## src/inc/sdbp_pkg.sv

```systemverilog
package sdbp_pkg;
  // buffer address and offset width
  localparam int unsigned SDBP_AW = 13;
  // register offsets, byte addresses
  localparam logic [15:0] SDBP_OFF_RX_A_START = 16'h4480;
  localparam logic [15:0] SDBP_OFF_RX_A_END = 16'h4482;
  localparam logic [15:0] SDBP_OFF_RX_B_START = 16'h4484;
  localparam logic [15:0] SDBP_OFF_RX_B_END = 16'h4486;
  localparam logic [15:0] SDBP_OFF_TX_A_START = 16'h4488;
  localparam logic [15:0] SDBP_OFF_TX_A_END = 16'h448A;
  localparam logic [15:0] SDBP_OFF_TX_B_START = 16'h448C;
  localparam logic [15:0] SDBP_OFF_TX_B_END = 16'h448E;
  localparam logic [15:0] SDBP_OFF_RX_A_ERR = 16'h449A;
  localparam logic [15:0] SDBP_OFF_RX_B_ERR = 16'h449C;
  localparam logic [15:0] SDBP_OFF_IRQ_STAT = 16'h44A0;
  localparam logic [15:0] SDBP_OFF_IRQ_MASK = 16'h44A2;
  localparam logic [15:0] SDBP_OFF_DMA_STATE = 16'h44A4;
  localparam logic [15:0] SDBP_OFF_DMA_CTRL = 16'h44A6;
  // index of each address register in the register array
  localparam logic [2:0] SDBP_IX_RX_A_START = 3'h0;
  localparam logic [2:0] SDBP_IX_RX_A_END = 3'h1;
  localparam logic [2:0] SDBP_IX_RX_B_START = 3'h2;
  localparam logic [2:0] SDBP_IX_RX_B_END = 3'h3;
  localparam logic [2:0] SDBP_IX_TX_A_START = 3'h4;
  localparam logic [2:0] SDBP_IX_TX_A_END = 3'h5;
  localparam logic [2:0] SDBP_IX_TX_B_START = 3'h6;
  localparam logic [2:0] SDBP_IX_TX_B_END = 3'h7;
  // fixed upper bits of an address register, bits 15..13
  localparam logic [2:0] SDBP_ADDR_FIXED = 3'h3;
  localparam logic [12:0] SDBP_ADDR_RST = 13'h0000;
  localparam logic [12:0] SDBP_ERR_RST = 13'h0000;
  // interrupt status and mask bit positions
  localparam int unsigned SDBP_EV_RX_ULD_A = 0;
  localparam int unsigned SDBP_EV_RX_ULD_B = 1;
  localparam int unsigned SDBP_EV_TX_ULD_A = 2;
  localparam int unsigned SDBP_EV_TX_ULD_B = 3;
  localparam int unsigned SDBP_EV_RX_ERR_A = 4;
  localparam int unsigned SDBP_EV_RX_ERR_B = 5;
  localparam int unsigned SDBP_EV_RX_OVF = 6;
  localparam int unsigned SDBP_EV_N = 7;
  localparam logic [6:0] SDBP_IRQ_RST = 7'h00;
  // dma control bits, write-one pulses
  localparam int unsigned SDBP_CTL_RX_RST = 0;
  localparam int unsigned SDBP_CTL_TX_RST = 1;
  typedef enum logic [1:0] {SDBP_TX_IDLE, SDBP_TX_ISSUE, SDBP_TX_TAKE} sdbp_tx_st_t;
endpackage : sdbp_pkg

```

## src/inc/sdbp_chan_if.sv

```systemverilog
`timescale 1ns/100ps
interface sdbp_chan_if;
  logic [12:0] start_a;
  logic [12:0] end_a;
  logic [12:0] start_b;
  logic [12:0] end_b;
  logic load_a;
  logic load_b;
  logic xfer;
  logic dma_rst;
  logic ready;
  logic act_b;
  logic [12:0] offs;
  logic [12:0] addr;
  logic uld_a;
  logic uld_b;
  logic loaded_a;
  logic loaded_b;
  modport eng (
    input start_a, end_a, start_b, end_b, load_a, load_b, xfer, dma_rst,
    output ready, act_b, offs, addr, uld_a, uld_b, loaded_a, loaded_b
  );
  modport ctl (
    output start_a, end_a, start_b, end_b, load_a, load_b, xfer, dma_rst,
    input ready, act_b, offs, addr, uld_a, uld_b, loaded_a, loaded_b
  );
endinterface : sdbp_chan_if

```

## src/logic/sdbp_top.sv

```systemverilog
`timescale 1ns/100ps
// Summary of operation
// - rx buffer A start address, 13 bits
// - rx buffer A end address, 13 bits
// - rx buffer B start and end addresses
// - tx buffer A start, reads begin there
// - tx buffer A end, last byte taken
// - tx buffer B start and end addresses
// - capture first error offset, rx buffer A
// - capture first error offset, rx buffer B
// - no error captured reads as zero
// - later errors leave captured offset unchanged
// - re-arm only on reload or rx reset
// - fill offset advances, wraps to zero
module sdbp_top import sdbp_pkg::*; (
  // clock, reset, enable
  input wire logic clk_sys_in,
  input wire logic srst_in,
  input wire logic ce_in,
  // register port
  input wire logic [15:0] reg_addr_in,
  input wire logic [15:0] reg_wdata_in,
  input wire logic reg_wr_in,
  input wire logic reg_rd_in,
  output logic [15:0] reg_rdata_out,
  // buffer load requests
  input wire logic rx_load_a_in,
  input wire logic rx_load_b_in,
  input wire logic tx_load_a_in,
  input wire logic tx_load_b_in,
  // receive bytes from the shift logic
  input wire logic rx_byte_valid_in,
  input wire logic [7:0] rx_byte_in,
  input wire logic rx_byte_err_in,
  // transmit bytes to the shift logic
  input wire logic tx_byte_req_in,
  output logic [7:0] tx_byte_out,
  output logic tx_byte_valid_out,
  // ram port
  output logic [12:0] ram_addr_out,
  output logic [7:0] ram_wdata_out,
  output logic ram_we_out,
  output logic ram_re_out,
  input wire logic [7:0] ram_rdata_in,
  // interrupt
  output logic irq_out
);
  logic [12:0] buf_r [8];
  logic [12:0] rx_buffer_a_first_error_r;
  logic [12:0] rx_buffer_b_first_error_r;
  logic seen_a_r;
  logic seen_b_r;
  logic [6:0] stat_r;
  logic [6:0] stat_nxt;
  logic [6:0] mask_r;
  logic [6:0] mask_nxt;
  logic [6:0] ev_w;
  logic irq_r;
  logic [15:0] rdata_r;
  logic [15:0] rd_val_w;
  logic [12:0] ram_addr_r;
  logic [7:0] ram_wdata_r;
  logic ram_we_r;
  logic ram_re_r;
  sdbp_tx_st_t tx_st_r;
  logic tx_pend_r;
  logic [7:0] tx_byte_r;
  logic tx_valid_r;
  logic [3:0] wr_ix_w;
  logic [3:0] rd_ix_w;
  logic rx_go_w;
  logic tx_go_w;
  logic err_a_w;
  logic err_b_w;
  logic ctl_wr_w;
  logic stat_wr_w;

  sdbp_chan_if rx_ch ();
  sdbp_chan_if tx_ch ();

  // bit 3 flags a hit, bits 2..0 are the register index
  function automatic logic [3:0] sdbp_buf_ix(input logic [15:0] a);
    case (a)
      SDBP_OFF_RX_A_START: return {1'b1, SDBP_IX_RX_A_START};
      SDBP_OFF_RX_A_END: return {1'b1, SDBP_IX_RX_A_END};
      SDBP_OFF_RX_B_START: return {1'b1, SDBP_IX_RX_B_START};
      SDBP_OFF_RX_B_END: return {1'b1, SDBP_IX_RX_B_END};
      SDBP_OFF_TX_A_START: return {1'b1, SDBP_IX_TX_A_START};
      SDBP_OFF_TX_A_END: return {1'b1, SDBP_IX_TX_A_END};
      SDBP_OFF_TX_B_START: return {1'b1, SDBP_IX_TX_B_START};
      SDBP_OFF_TX_B_END: return {1'b1, SDBP_IX_TX_B_END};
      default: return 4'h0;
    endcase
  endfunction : sdbp_buf_ix

  assign wr_ix_w = sdbp_buf_ix(reg_addr_in);
  assign rd_ix_w = sdbp_buf_ix(reg_addr_in);
  assign ctl_wr_w = reg_wr_in && (reg_addr_in == SDBP_OFF_DMA_CTRL);
  assign stat_wr_w = reg_wr_in && (reg_addr_in == SDBP_OFF_IRQ_STAT);

  // only the 13-bit field is stored, the fixed top bits are not
  always_ff @(posedge clk_sys_in) begin
    if (srst_in) begin
      for (int i = 0; i < 8; i++) begin
        buf_r[i] <= SDBP_ADDR_RST;
      end
    end else if (ce_in && reg_wr_in && wr_ix_w[3]) begin
      buf_r[wr_ix_w[2:0]] <= reg_wdata_in[12:0];
    end
  end

  // receive channel
  assign rx_ch.start_a = buf_r[SDBP_IX_RX_A_START];
  assign rx_ch.end_a = buf_r[SDBP_IX_RX_A_END];
  assign rx_ch.start_b = buf_r[SDBP_IX_RX_B_START];
  assign rx_ch.end_b = buf_r[SDBP_IX_RX_B_END];
  assign rx_ch.load_a = rx_load_a_in;
  assign rx_ch.load_b = rx_load_b_in;
  assign rx_ch.xfer = rx_go_w;
  assign rx_ch.dma_rst = ctl_wr_w && reg_wdata_in[SDBP_CTL_RX_RST];

  // transmit channel
  assign tx_ch.start_a = buf_r[SDBP_IX_TX_A_START];
  assign tx_ch.end_a = buf_r[SDBP_IX_TX_A_END];
  assign tx_ch.start_b = buf_r[SDBP_IX_TX_B_START];
  assign tx_ch.end_b = buf_r[SDBP_IX_TX_B_END];
  assign tx_ch.load_a = tx_load_a_in;
  assign tx_ch.load_b = tx_load_b_in;
  assign tx_ch.xfer = tx_go_w;
  assign tx_ch.dma_rst = ctl_wr_w && reg_wdata_in[SDBP_CTL_TX_RST];

  sdbp_chan u_rx_chan (
    .clk_sys_in(clk_sys_in),
    .srst_in(srst_in),
    .ce_in(ce_in),
    .ch(rx_ch)
  );

  sdbp_chan u_tx_chan (
    .clk_sys_in(clk_sys_in),
    .srst_in(srst_in),
    .ce_in(ce_in),
    .ch(tx_ch)
  );

  // a byte with no loaded buffer is dropped and flagged as overrun
  assign rx_go_w = rx_byte_valid_in && rx_ch.ready;
  // receive owns the ram port; a transmit fetch waits for a cycle with no receive byte
  assign tx_go_w = (tx_st_r == SDBP_TX_IDLE) && tx_pend_r && tx_ch.ready && !rx_go_w;

  always_ff @(posedge clk_sys_in) begin
    if (srst_in) begin
      ram_addr_r <= SDBP_ADDR_RST;
      ram_wdata_r <= 8'h00;
      ram_we_r <= 1'b0;
      ram_re_r <= 1'b0;
    end else if (ce_in) begin
      ram_we_r <= rx_go_w;
      ram_re_r <= tx_go_w;
      if (rx_go_w) begin
        ram_addr_r <= rx_ch.addr;
        ram_wdata_r <= rx_byte_in;
      end else if (tx_go_w) begin
        ram_addr_r <= tx_ch.addr;
      end
    end
  end

  // a new request in the issue cycle is kept, not lost
  always_ff @(posedge clk_sys_in) begin
    if (srst_in) begin
      tx_pend_r <= 1'b0;
    end else if (ce_in) begin
      tx_pend_r <= tx_byte_req_in || (tx_pend_r && !tx_go_w);
    end
  end

  always_ff @(posedge clk_sys_in) begin
    if (srst_in) begin
      tx_st_r <= SDBP_TX_IDLE;
    end else if (ce_in) begin
      case (tx_st_r)
        SDBP_TX_IDLE: begin
          if (tx_go_w) begin
            tx_st_r <= SDBP_TX_ISSUE;
          end
        end
        SDBP_TX_ISSUE: begin
          tx_st_r <= SDBP_TX_TAKE;
        end
        SDBP_TX_TAKE: begin
          tx_st_r <= SDBP_TX_IDLE;
        end
        default: begin
          tx_st_r <= SDBP_TX_IDLE;
        end
      endcase
    end
  end

  always_ff @(posedge clk_sys_in) begin
    if (srst_in) begin
      tx_byte_r <= 8'h00;
      tx_valid_r <= 1'b0;
    end else if (ce_in) begin
      tx_valid_r <= (tx_st_r == SDBP_TX_TAKE);
      if (tx_st_r == SDBP_TX_TAKE) begin
        tx_byte_r <= ram_rdata_in;
      end
    end
  end

  // first error capture, one per receive buffer
  assign err_a_w = rx_go_w && rx_byte_err_in && !rx_ch.act_b && !seen_a_r;
  assign err_b_w = rx_go_w && rx_byte_err_in && rx_ch.act_b && !seen_b_r;

  // a load of an unloaded buffer is the only re-arm besides rx reset
  always_ff @(posedge clk_sys_in) begin
    if (srst_in) begin
      seen_a_r <= 1'b0;
      rx_buffer_a_first_error_r <= SDBP_ERR_RST;
    end else if (ce_in) begin
      if (rx_ch.dma_rst || (rx_load_a_in && !rx_ch.loaded_a)) begin
        seen_a_r <= 1'b0;
        rx_buffer_a_first_error_r <= SDBP_ERR_RST;
      end else if (err_a_w) begin
        seen_a_r <= 1'b1;
        rx_buffer_a_first_error_r <= rx_ch.offs;
      end
    end
  end

  always_ff @(posedge clk_sys_in) begin
    if (srst_in) begin
      seen_b_r <= 1'b0;
      rx_buffer_b_first_error_r <= SDBP_ERR_RST;
    end else if (ce_in) begin
      if (rx_ch.dma_rst || (rx_load_b_in && !rx_ch.loaded_b)) begin
        seen_b_r <= 1'b0;
        rx_buffer_b_first_error_r <= SDBP_ERR_RST;
      end else if (err_b_w) begin
        seen_b_r <= 1'b1;
        rx_buffer_b_first_error_r <= rx_ch.offs;
      end
    end
  end

  // interrupt status: write one to clear, a new event wins over the clear
  always_comb begin
    ev_w = SDBP_IRQ_RST;
    ev_w[SDBP_EV_RX_ULD_A] = rx_ch.uld_a;
    ev_w[SDBP_EV_RX_ULD_B] = rx_ch.uld_b;
    ev_w[SDBP_EV_TX_ULD_A] = tx_ch.uld_a;
    ev_w[SDBP_EV_TX_ULD_B] = tx_ch.uld_b;
    ev_w[SDBP_EV_RX_ERR_A] = err_a_w;
    ev_w[SDBP_EV_RX_ERR_B] = err_b_w;
    ev_w[SDBP_EV_RX_OVF] = rx_byte_valid_in && !rx_ch.ready;
    stat_nxt = (stat_r & ~(stat_wr_w ? reg_wdata_in[6:0] : SDBP_IRQ_RST)) | ev_w;
    mask_nxt = mask_r;
    if (reg_wr_in && (reg_addr_in == SDBP_OFF_IRQ_MASK)) begin
      mask_nxt = reg_wdata_in[6:0];
    end
  end

  always_ff @(posedge clk_sys_in) begin
    if (srst_in) begin
      stat_r <= SDBP_IRQ_RST;
      mask_r <= SDBP_IRQ_RST;
      irq_r <= 1'b0;
    end else if (ce_in) begin
      stat_r <= stat_nxt;
      mask_r <= mask_nxt;
      irq_r <= |(stat_nxt & mask_nxt);
    end
  end

  // read mux; unmapped addresses read zero
  always_comb begin
    rd_val_w = 16'h0000;
    if (rd_ix_w[3]) begin
      rd_val_w = {SDBP_ADDR_FIXED, buf_r[rd_ix_w[2:0]]};
    end else begin
      case (reg_addr_in)
        SDBP_OFF_RX_A_ERR: rd_val_w = {3'h0, rx_buffer_a_first_error_r};
        SDBP_OFF_RX_B_ERR: rd_val_w = {3'h0, rx_buffer_b_first_error_r};
        SDBP_OFF_IRQ_STAT: rd_val_w = {9'h000, stat_r};
        SDBP_OFF_IRQ_MASK: rd_val_w = {9'h000, mask_r};
        SDBP_OFF_DMA_STATE: begin
          rd_val_w = {10'h000, tx_ch.loaded_b, tx_ch.loaded_a, rx_ch.loaded_b,
                      rx_ch.loaded_a, tx_ch.act_b, rx_ch.act_b};
        end
        default: rd_val_w = 16'h0000;
      endcase
    end
  end

  // read data stand for exactly one cycle, zero otherwise
  always_ff @(posedge clk_sys_in) begin
    if (srst_in) begin
      rdata_r <= 16'h0000;
    end else if (ce_in) begin
      rdata_r <= reg_rd_in ? rd_val_w : 16'h0000;
    end
  end

  assign reg_rdata_out = rdata_r;
  assign tx_byte_out = tx_byte_r;
  assign tx_byte_valid_out = tx_valid_r;
  assign ram_addr_out = ram_addr_r;
  assign ram_wdata_out = ram_wdata_r;
  assign ram_we_out = ram_we_r;
  assign ram_re_out = ram_re_r;
  assign irq_out = irq_r;
endmodule : sdbp_top

```

## src/logic/sdbp_chan.sv

```systemverilog
`timescale 1ns/100ps
module sdbp_chan import sdbp_pkg::*; (
  // clock and control
  input wire logic clk_sys_in,
  input wire logic srst_in,
  input wire logic ce_in,
  // channel view
  sdbp_chan_if.eng ch
);
  logic [12:0] offs_r;
  logic ld_a_r;
  logic ld_b_r;
  logic act_b_r;
  logic [12:0] end_w;
  logic ld_act_w;
  logic at_end_w;
  logic step_w;

  assign end_w = act_b_r ? ch.end_b : ch.end_a;
  assign ld_act_w = act_b_r ? ld_b_r : ld_a_r;
  assign ch.addr = (act_b_r ? ch.start_b : ch.start_a) + offs_r;
  assign at_end_w = (ch.addr == end_w);
  assign step_w = ch.xfer && ld_act_w;
  assign ch.ready = ld_act_w;
  assign ch.act_b = act_b_r;
  assign ch.offs = offs_r;
  assign ch.uld_a = step_w && at_end_w && !act_b_r;
  assign ch.uld_b = step_w && at_end_w && act_b_r;
  assign ch.loaded_a = ld_a_r;
  assign ch.loaded_b = ld_b_r;

  // a load in the same cycle as an unload of that buffer wins
  always_ff @(posedge clk_sys_in) begin
    if (srst_in) begin
      ld_a_r <= 1'b0;
      ld_b_r <= 1'b0;
    end else if (ce_in) begin
      if (ch.dma_rst) begin
        ld_a_r <= 1'b0;
        ld_b_r <= 1'b0;
      end else begin
        ld_a_r <= ch.load_a || (ld_a_r && !ch.uld_a);
        ld_b_r <= ch.load_b || (ld_b_r && !ch.uld_b);
      end
    end
  end

  always_ff @(posedge clk_sys_in) begin
    if (srst_in) begin
      offs_r <= SDBP_ADDR_RST;
    end else if (ce_in) begin
      if (ch.dma_rst) begin
        offs_r <= SDBP_ADDR_RST;
      end else if (step_w) begin
        offs_r <= at_end_w ? SDBP_ADDR_RST : offs_r + 13'h0001;
      end
    end
  end

  // ping-pong: after an unload move on; an idle side yields to a loaded one
  always_ff @(posedge clk_sys_in) begin
    if (srst_in) begin
      act_b_r <= 1'b0;
    end else if (ce_in) begin
      if (ch.dma_rst) begin
        act_b_r <= 1'b0;
      end else if (step_w && at_end_w) begin
        act_b_r <= !act_b_r;
      end else if (!ld_act_w && (act_b_r ? ld_a_r : ld_b_r)) begin
        act_b_r <= !act_b_r;
      end
    end
  end
endmodule : sdbp_chan

```

## config.mk

```make
export PLATFORM = sky130hd
export DESIGN_NAME = sdbp_top
export DESIGN_NICKNAME = d
export VERILOG_FILES = /design/src/inc/sdbp_pkg.sv /design/src/inc/sdbp_chan_if.sv /design/src/logic/sdbp_top.sv /design/src/logic/sdbp_chan.sv
export SDC_FILE = /design/constraint.sdc
export NUM_CORES = 1
export LEC_CHECK = 0
export BUFFER_PORTS_ARGS = -buffer_cell sky130_fd_sc_hd__buf_2
export CELL_PAD_IN_SITES_DETAIL_PLACEMENT = 1
export CELL_PAD_IN_SITES_GLOBAL_PLACEMENT = 1
export CORE_ASPECT_RATIO = 1.25
export CORE_MARGIN = 1
export CORE_UTILIZATION = 35
export DETAILED_ROUTE_END_ITERATION = 8
export GPL_ROUTABILITY_DRIVEN = 0
export GPL_TIMING_DRIVEN = 0
export PLACE_DENSITY = 0.63
export SLEW_MARGIN = 10
export SYNTH_ARGS = -nofsm -noshare
export SYNTH_HDL_FRONTEND = slang
export SYNTH_SLANG_ARGS = --single-unit
export TNS_END_PERCENT = 1
```

## constraint.sdc

```tcl
create_clock -name clk_sys_in -period 15.2 [get_ports clk_sys_in]
set_clock_uncertainty 0.15 [all_clocks]
set_input_delay 0.76 -clock clk_sys_in [delete_from_list [all_inputs] [get_ports clk_sys_in]]
set_output_delay 0.76 -clock clk_sys_in [all_outputs]
set_load 0.05 [all_outputs]
```

# Yosys cells after proc, flatten, opt, wreduce, memory -nomap -nowiden
# Memories as Yosys holds them, arrays and structs flattened.
# Index checks and enable logic that the tools add are counted.
# op_classes
bitwise	4
mux	50
addsub	4
n_eq_ne	19
reduce_logical	75
# ops
op	n
equality test 16 x 15 -> 1 bit, second input constant	14
two-way mux 13 bit	17
case mux 13 bit (5 select lines)	1
logical AND 1 bit	34
case mux 4 bit (8 select lines)	1
adder 13 x 1 -> 13 bit, second input constant	2
adder 13 bit	2
equality test 13 bit	2
two-way mux 1 bit	24
AND reduction 2 bit	10
two-way mux 16 bit	1
two-way mux 15 bit	1
bitwise AND 7 bit	2
zero test 1 bit	14
two-way mux 7 bit	2
OR reduction 13 bit	1
nonzero test 2 bit	5
logical OR 1 bit	7
inverter 7 bit	1
OR 7 bit	1
OR reduction 7 bit	1
nonzero test 3 bit	2
case mux 2 bit (2 select lines)	1
two-way mux 3 bit	1
other kinds (5)	5
# word_totals
wordCells	177
ramBits	104
memories	1
register_bits	126
# memory_table
memory	depth	width	read_ports	rd_clocked_by_memory_dff	write_ports	line_no	source
buf_r	8	13	9	0	8	sdbp_top.sv:48	logic [12:0] buf_r [8];

# Logic depth before layout (Yosys ltp)
# depth
ltp_word	11
mapped_depth	19
ltp_nobuf	13

# Cells and area by module
# A second synthesis with hierarchy kept.
# unflattened
cells_unflattened	1380
area_unflattened_um2	13157.6
# modules_own_cells
module	seq_area_each_um2	n_inst	area_per_inst_um2	cells_each
sdbp_top	4964.8	1	9076.2	883
sdbp_chan (u_tx_chan)	320.3	1	2044.5	252
sdbp_chan (u_rx_chan)	320.3	1	2037.0	245

# Least setup slack after synthesis
# OpenSTA, ideal clock, no wires.
# synth_timing
kind	register to register
startpoint	register u_rx_chan.act_b_r, in the netlist u_rx_chan.ch.act_b
endpoint	register u_rx_chan.act_b_r, in the netlist u_rx_chan.ch.act_b
setup_slack_ps	10380
arrival_ps	4596
synth_period_minus_slack_ps	4820
stages_incl_launch_ff	18
setup_ps	74
t_required_ps	14976
path_cell_list	dfxtp_1 > buf_6 > buf_2 > clkbuf_1 > buf_1 > mux2_2 > ha_1 > inv_1 > fa_1 > and2b_1 > o221ai_2 > mux2_2 > nand4_1 > nand4b_1 > or4b_4 > a2111o_1 > a2111o_1 > a31oi_1
# synth_via
elab_chain_cells	6
elab_cells_between_ends	17
classes_between	1 x add/sub; 1 x eq/ne; 7 x mux; 8 x reduce/logical
# synth_lines
item	line_no	source
start, declared	sdbp_chan.sv:13	logic act_b_r;
start signal, assigned	sdbp_chan.sv:68	act_b_r <= !act_b_r;
start signal, assigned	sdbp_chan.sv:70	act_b_r <= !act_b_r;
two-way mux 13 bit or two-way mux 1 bit (tied branches)	sdbp_chan.sv:21, sdbp_chan.sv:20	
adder 13 bit or logical AND 1 bit (tied branches)	sdbp_chan.sv:21, sdbp_top.sv:147	
equality test 13 bit or logical AND 1 bit (tied branches)	sdbp_chan.sv:22, sdbp_chan.sv:23	
logical AND 1 bit	sdbp_chan.sv:67	end else if (step_w && at_end_w) begin
nonzero test 3 bit (no source line) or two-way mux 1 bit (tied branches)	-	
AND reduction 2 bit (no source line) or two-way mux 1 bit (tied branches)	-	
# Several ways; a longest one is shown, not always the timed one. The select of a mux whose other input is x is not followed.
# A chain may end at the register's enable or synchronous reset.

# Worst setup path after layout
# layout_timing
startpoint	register u_tx_chan.act_b_r, in the netlist u_tx_chan.ch.act_b
endpoint	register u_tx_chan.offs_r[5], in the netlist u_tx_chan.ch.offs[5]
# layout_via
elab_chain_cells	6
elab_cells_between_ends	13
classes_between	1 x add/sub; 1 x eq/ne; 6 x mux; 5 x reduce/logical
# layout_lines
item	line_no	source
start, declared	sdbp_chan.sv:13	
start signal, assigned	sdbp_chan.sv:68	
start signal, assigned	sdbp_chan.sv:70	
two-way mux 13 bit or two-way mux 1 bit (tied branches)	sdbp_chan.sv:21, sdbp_chan.sv:20	
adder 13 bit or logical AND 1 bit (tied branches)	sdbp_chan.sv:21, sdbp_top.sv:149	
equality test 13 bit or logical AND 1 bit (tied branches)	sdbp_chan.sv:22, sdbp_top.sv:149	
two-way mux 13 bit or logical AND 1 bit (tied branches)	sdbp_chan.sv:55, sdbp_chan.sv:23	
two-way mux 13 bit or nonzero test 2 bit (tied branches)	-	
two-way mux 13 bit or AND reduction 2 bit (tied branches)	-	
end signal, assigned	sdbp_chan.sv:55	offs_r <= at_end_w ? SDBP_ADDR_RST : offs_r + 13'h0001;
end, declared	sdbp_chan.sv:10	logic [12:0] offs_r;
# Several ways; a longest one is shown, not always the timed one. The select of a mux whose other input is x is not followed.

==> flow_metrics.py <==
metrics = {
    "status": {
        "status": "completed",
    },
    "routing": {
        "wire_per_inst_microns": 23.9,
        "routed_wl_microns": 49600,
        "firstDrtPassIters": 6,
        "drt.antenna.violating_nets": 0,
        "viasPerCell": 5.61,
        "drc": 0,
        "vias": 11655,
        "first_iter_violations": 749,
    },
    "global_route": {
        "grt_pass1_vias": 11841,
        "grt_pass1_wl_microns": 74300,
        "antenna_found_initial": 1,
        "track_usage_pct": 26.1,
        "grt_start_max_net_pins": 14,
        "grt-ovfl-total": 0,
    },
    "placement": {
        "dp_hpwl_microns": 38200,
        "io_buffers": 102,
        "dpl-instance-area_sq_um": 14100,
    },
    "hold_path": {
        "hp-class": "input pin to flip-flop",
        "min-delay-start": "ram_rdata_in[6]",
        "hold_path_end": "tx_byte_out[6]",
        "min_path_cells": 3,
    },
    "cts": {
        "cts_resized": 0,
        "h-tree-depth": 1,
        "cts-root-buf": "clkbuf_16",
        "clkTransAtPathRegs_ns": 0.06,
        "cts_setup_buffers": 0,
        "cts.sinks": 228,
        "cts_tree": "yes",
        "clk_path_buf_depth": 3,
        "clock_latency_ns": 0.57,
        "numCtsBuffers": 27,
        "hold_buffers": 0,
    },
    "yosys": {
        "synth_area_leader_cell": "edfxtp_1",
        "syn-mean-instance-area_sq_um": 8.97,
        "yosysMostFrequentCell": "nand2_1",
        "yosysTopAreaCellShare_pct": 24.2,
        "ys_async_sr_fraction_pct": 0,
        "netlist_instances": 1439,
        "synth_area_sq_um": 12900,
        "ys_top_cells_by_area": "edfxtp_1 24%, dfxtp_1 19%, nand2_1 6.0%, and2_1 5.0%, mux2i_1 4.8%",
        "yosys_register_bits": 228,
        "synth_commonest_cells": "207 x nand2_1, 124 x dfxtp_1, 110 x a21oi_1, 104 x edfxtp_1, 103 x and2_1",
        "synth.distinct_cells": 83,
        "seq_area_frac_synth_pct": 43.4,
        "synth_nets": 1527,
        "synth_ff_type": "dfxtp_1",
        "synth_edf_count": 104,
        "yosysWarnings": 0,
    },
    "worst_setup_path": {
        "crit_fanout": 10,
        "cp_slowest_cell": "clkbuf_1",
        "worst_r2r_path_depth": 18,
        "cpPeakStageDelay_ns": 0.63,
        "path_cells": "buf_2 > buf_2 > clkbuf_1 > buf_1 > mux2_2 > ha_1 > inv_1 > fa_1 > nor2b_1 > o221ai_1 > a21o_1 > a211oi_1 > xor2_1 > nand4_1 > o41ai_2 > buf_2 > nor3b_1 > a211o_1",
        "cp_data_required_time_ns": 15.50,
        "cp-startpoint": "u_tx_chan.ch.act_b",
        "arrival_ns": 6.84,
        "cp_top_family": "buffers and inverters",
        "critPathLaunchType": "flip-flop",
        "worstSetupPathType": "flip-flop to flip-flop",
        "r2r_end": "u_tx_chan.ch.offs[5]",
        "path_buf_inv": 6,
        "rr_startpoint": "u_tx_chan.ch.act_b",
        "cp_common_cell": "buf_2",
        "r2r_setup_slack_ns": 8.67,
        "worstSetupEndpointType": "flip-flop",
    },
    "final_layout": {
        "drive_gt1_share_pct": 13.5,
        "design_area_sq_um": 15100,
        "area_delta_synth_final_pct": 16.7,
        "nets": 1663,
        "final_util_pct": 41.5,
    },
    "sta": {
        "fmax_ghz": 0.153,
        "hold_violations": 0,
        "hold_ws_ns": 0.281,
        "tightestPinTransition_ns": 1.11,
        "finalSetupTns_ns": 0,
        "setup_viol": 0,
        "rsz0062_at_grt": "false",
        "period_share_pct": 43.0,
        "final_max_slew_viol_count": 0,
        "finalCriticalPeriod_ns": 6.53,
        "slew_headroom_pct": 25.4,
    },
    "die": {
        "num_io_pins": 109,
        "die-area_sq_um": 37700,
        "core.rowCount": 78,
        "die-height_microns": 217,
        "core_area_sq_um": 36300,
        "initial_utilization_pct": 35.6,
        "die_w_microns": 174,
    },
    "power": {
        "p_leak_nw": 5.54,
        "powerDensity_nw_per_um2": 106,
        "p_total_w": 0.00160,
        "irDropWorstVdd_v": 0.000145,
    },
    "job": {
        "drv_cap": 0,
    },
}
## per-stage QoR
step,instances,setup slack (ns)
after detailed placement,2026,8.64
after global placement,2021,8.67
after global routing,2077,8.28
after CTS,2076,8.59
final,2077,8.67
after floorplan,1439,10.38
## cell usage in the layout, fill, tap and decap left out, types with 17 or more instances in the layout
cell and count:
a21oi_1 110, a22oi_1 17, a31oi_1 18, and2_1 103
buf_2 113, clkbuf_1 78, clkbuf_16 27, dfxtp_1 124
edfxtp_1 104, ha_1 26, inv_1 22, mux2_2 24
mux2i_1 62, nand2_1 207, nand3_1 95, nor2_1 101
nor3_1 27, o21ai_0 22, xnor2_1 29, xor2_1 20
## worst min-delay path, cell delays in order
cell and delay [ns]:
buf_2 0.08, mux2i_1 0.05, nor2_1 0.07
## per-layer routing
metal,track usage [%],up-vias,share of wire (%)
li1,-,5459,-
met1,32.4,5848,42
met2,47.1,267,51
met3,2.62,81,3.8
met4,8.83,0,3.0
met5,0,-,0
## kinds of logic (layout without fill, tap and decap cells)
| kind of cell | after synthesis | in the layout | share of synthesized area (%) |
|---|---|---|---|
| simple gates | 617 | 617 | 23.2 |
| compound gates | 299 | 299 | 15.2 |
| flops | 228 | 228 | 43.4 |
| buf+inv | 123 | 280 | 3.80 |
| other cells | 1 | 2 | 0.0290 |
| xor+xnor | 54 | 54 | 4.19 |
| fa+ha+maj | 28 | 28 | 2.83 |
| mux | 89 | 89 | 7.36 |
## power by group
group,total [W],switching (W),internal [W]
clock,0.000704,0.000288,0.000416
sequential,0.000675,0.0000141,0.000661
combinational,0.000217,0.000145,0.0000716
## worst max path at each step
| stage | slack, ns | to | depth (start not counted) |
|---|---|---|---|
| final | 8.67 | u_tx_chan.ch.offs[5] | 18 |
| after global routing | 8.28 | u_tx_chan.ch.offs[5] | 18 |
| after CTS | 8.59 | u_tx_chan.ch.offs[5] | 18 |
| after detailed placement | 8.64 | u_tx_chan.ch.offs[5] | 18 |
| after global placement | 8.67 | u_tx_chan.ch.offs[5] | 18 |
| after floorplan | 10.38 | u_rx_chan.ch.act_b | 17 |
## flip-flops by register name (all words and copies together) (netlist names), 2 cells and up
signal                     flops
reg_rdata_out                 14
stat_r                         7
rx_buffer_a_first_error_r     13
u_tx_chan.ch.offs             13
buf_r                        104
ram_wdata_out                  8
tx_byte_out                    8
tx_st_r                        2
u_rx_chan.ch.offs             13
mask_r                         7
ram_addr_out                  13
rx_buffer_b_first_error_r     13
## area by class of cell
class,instances,area (sq um)
clock buffers,28,689
diodes,1,2.50
plain buffers,99,400
well taps,480,601
flip-flops and latches,228,5610
repair buffers,107,586
fillers,4353,21200
inverters,24,90.1
multi-input cells,1088,6850
clock inverters,22,254
Power figures use the tool's default switching activity.
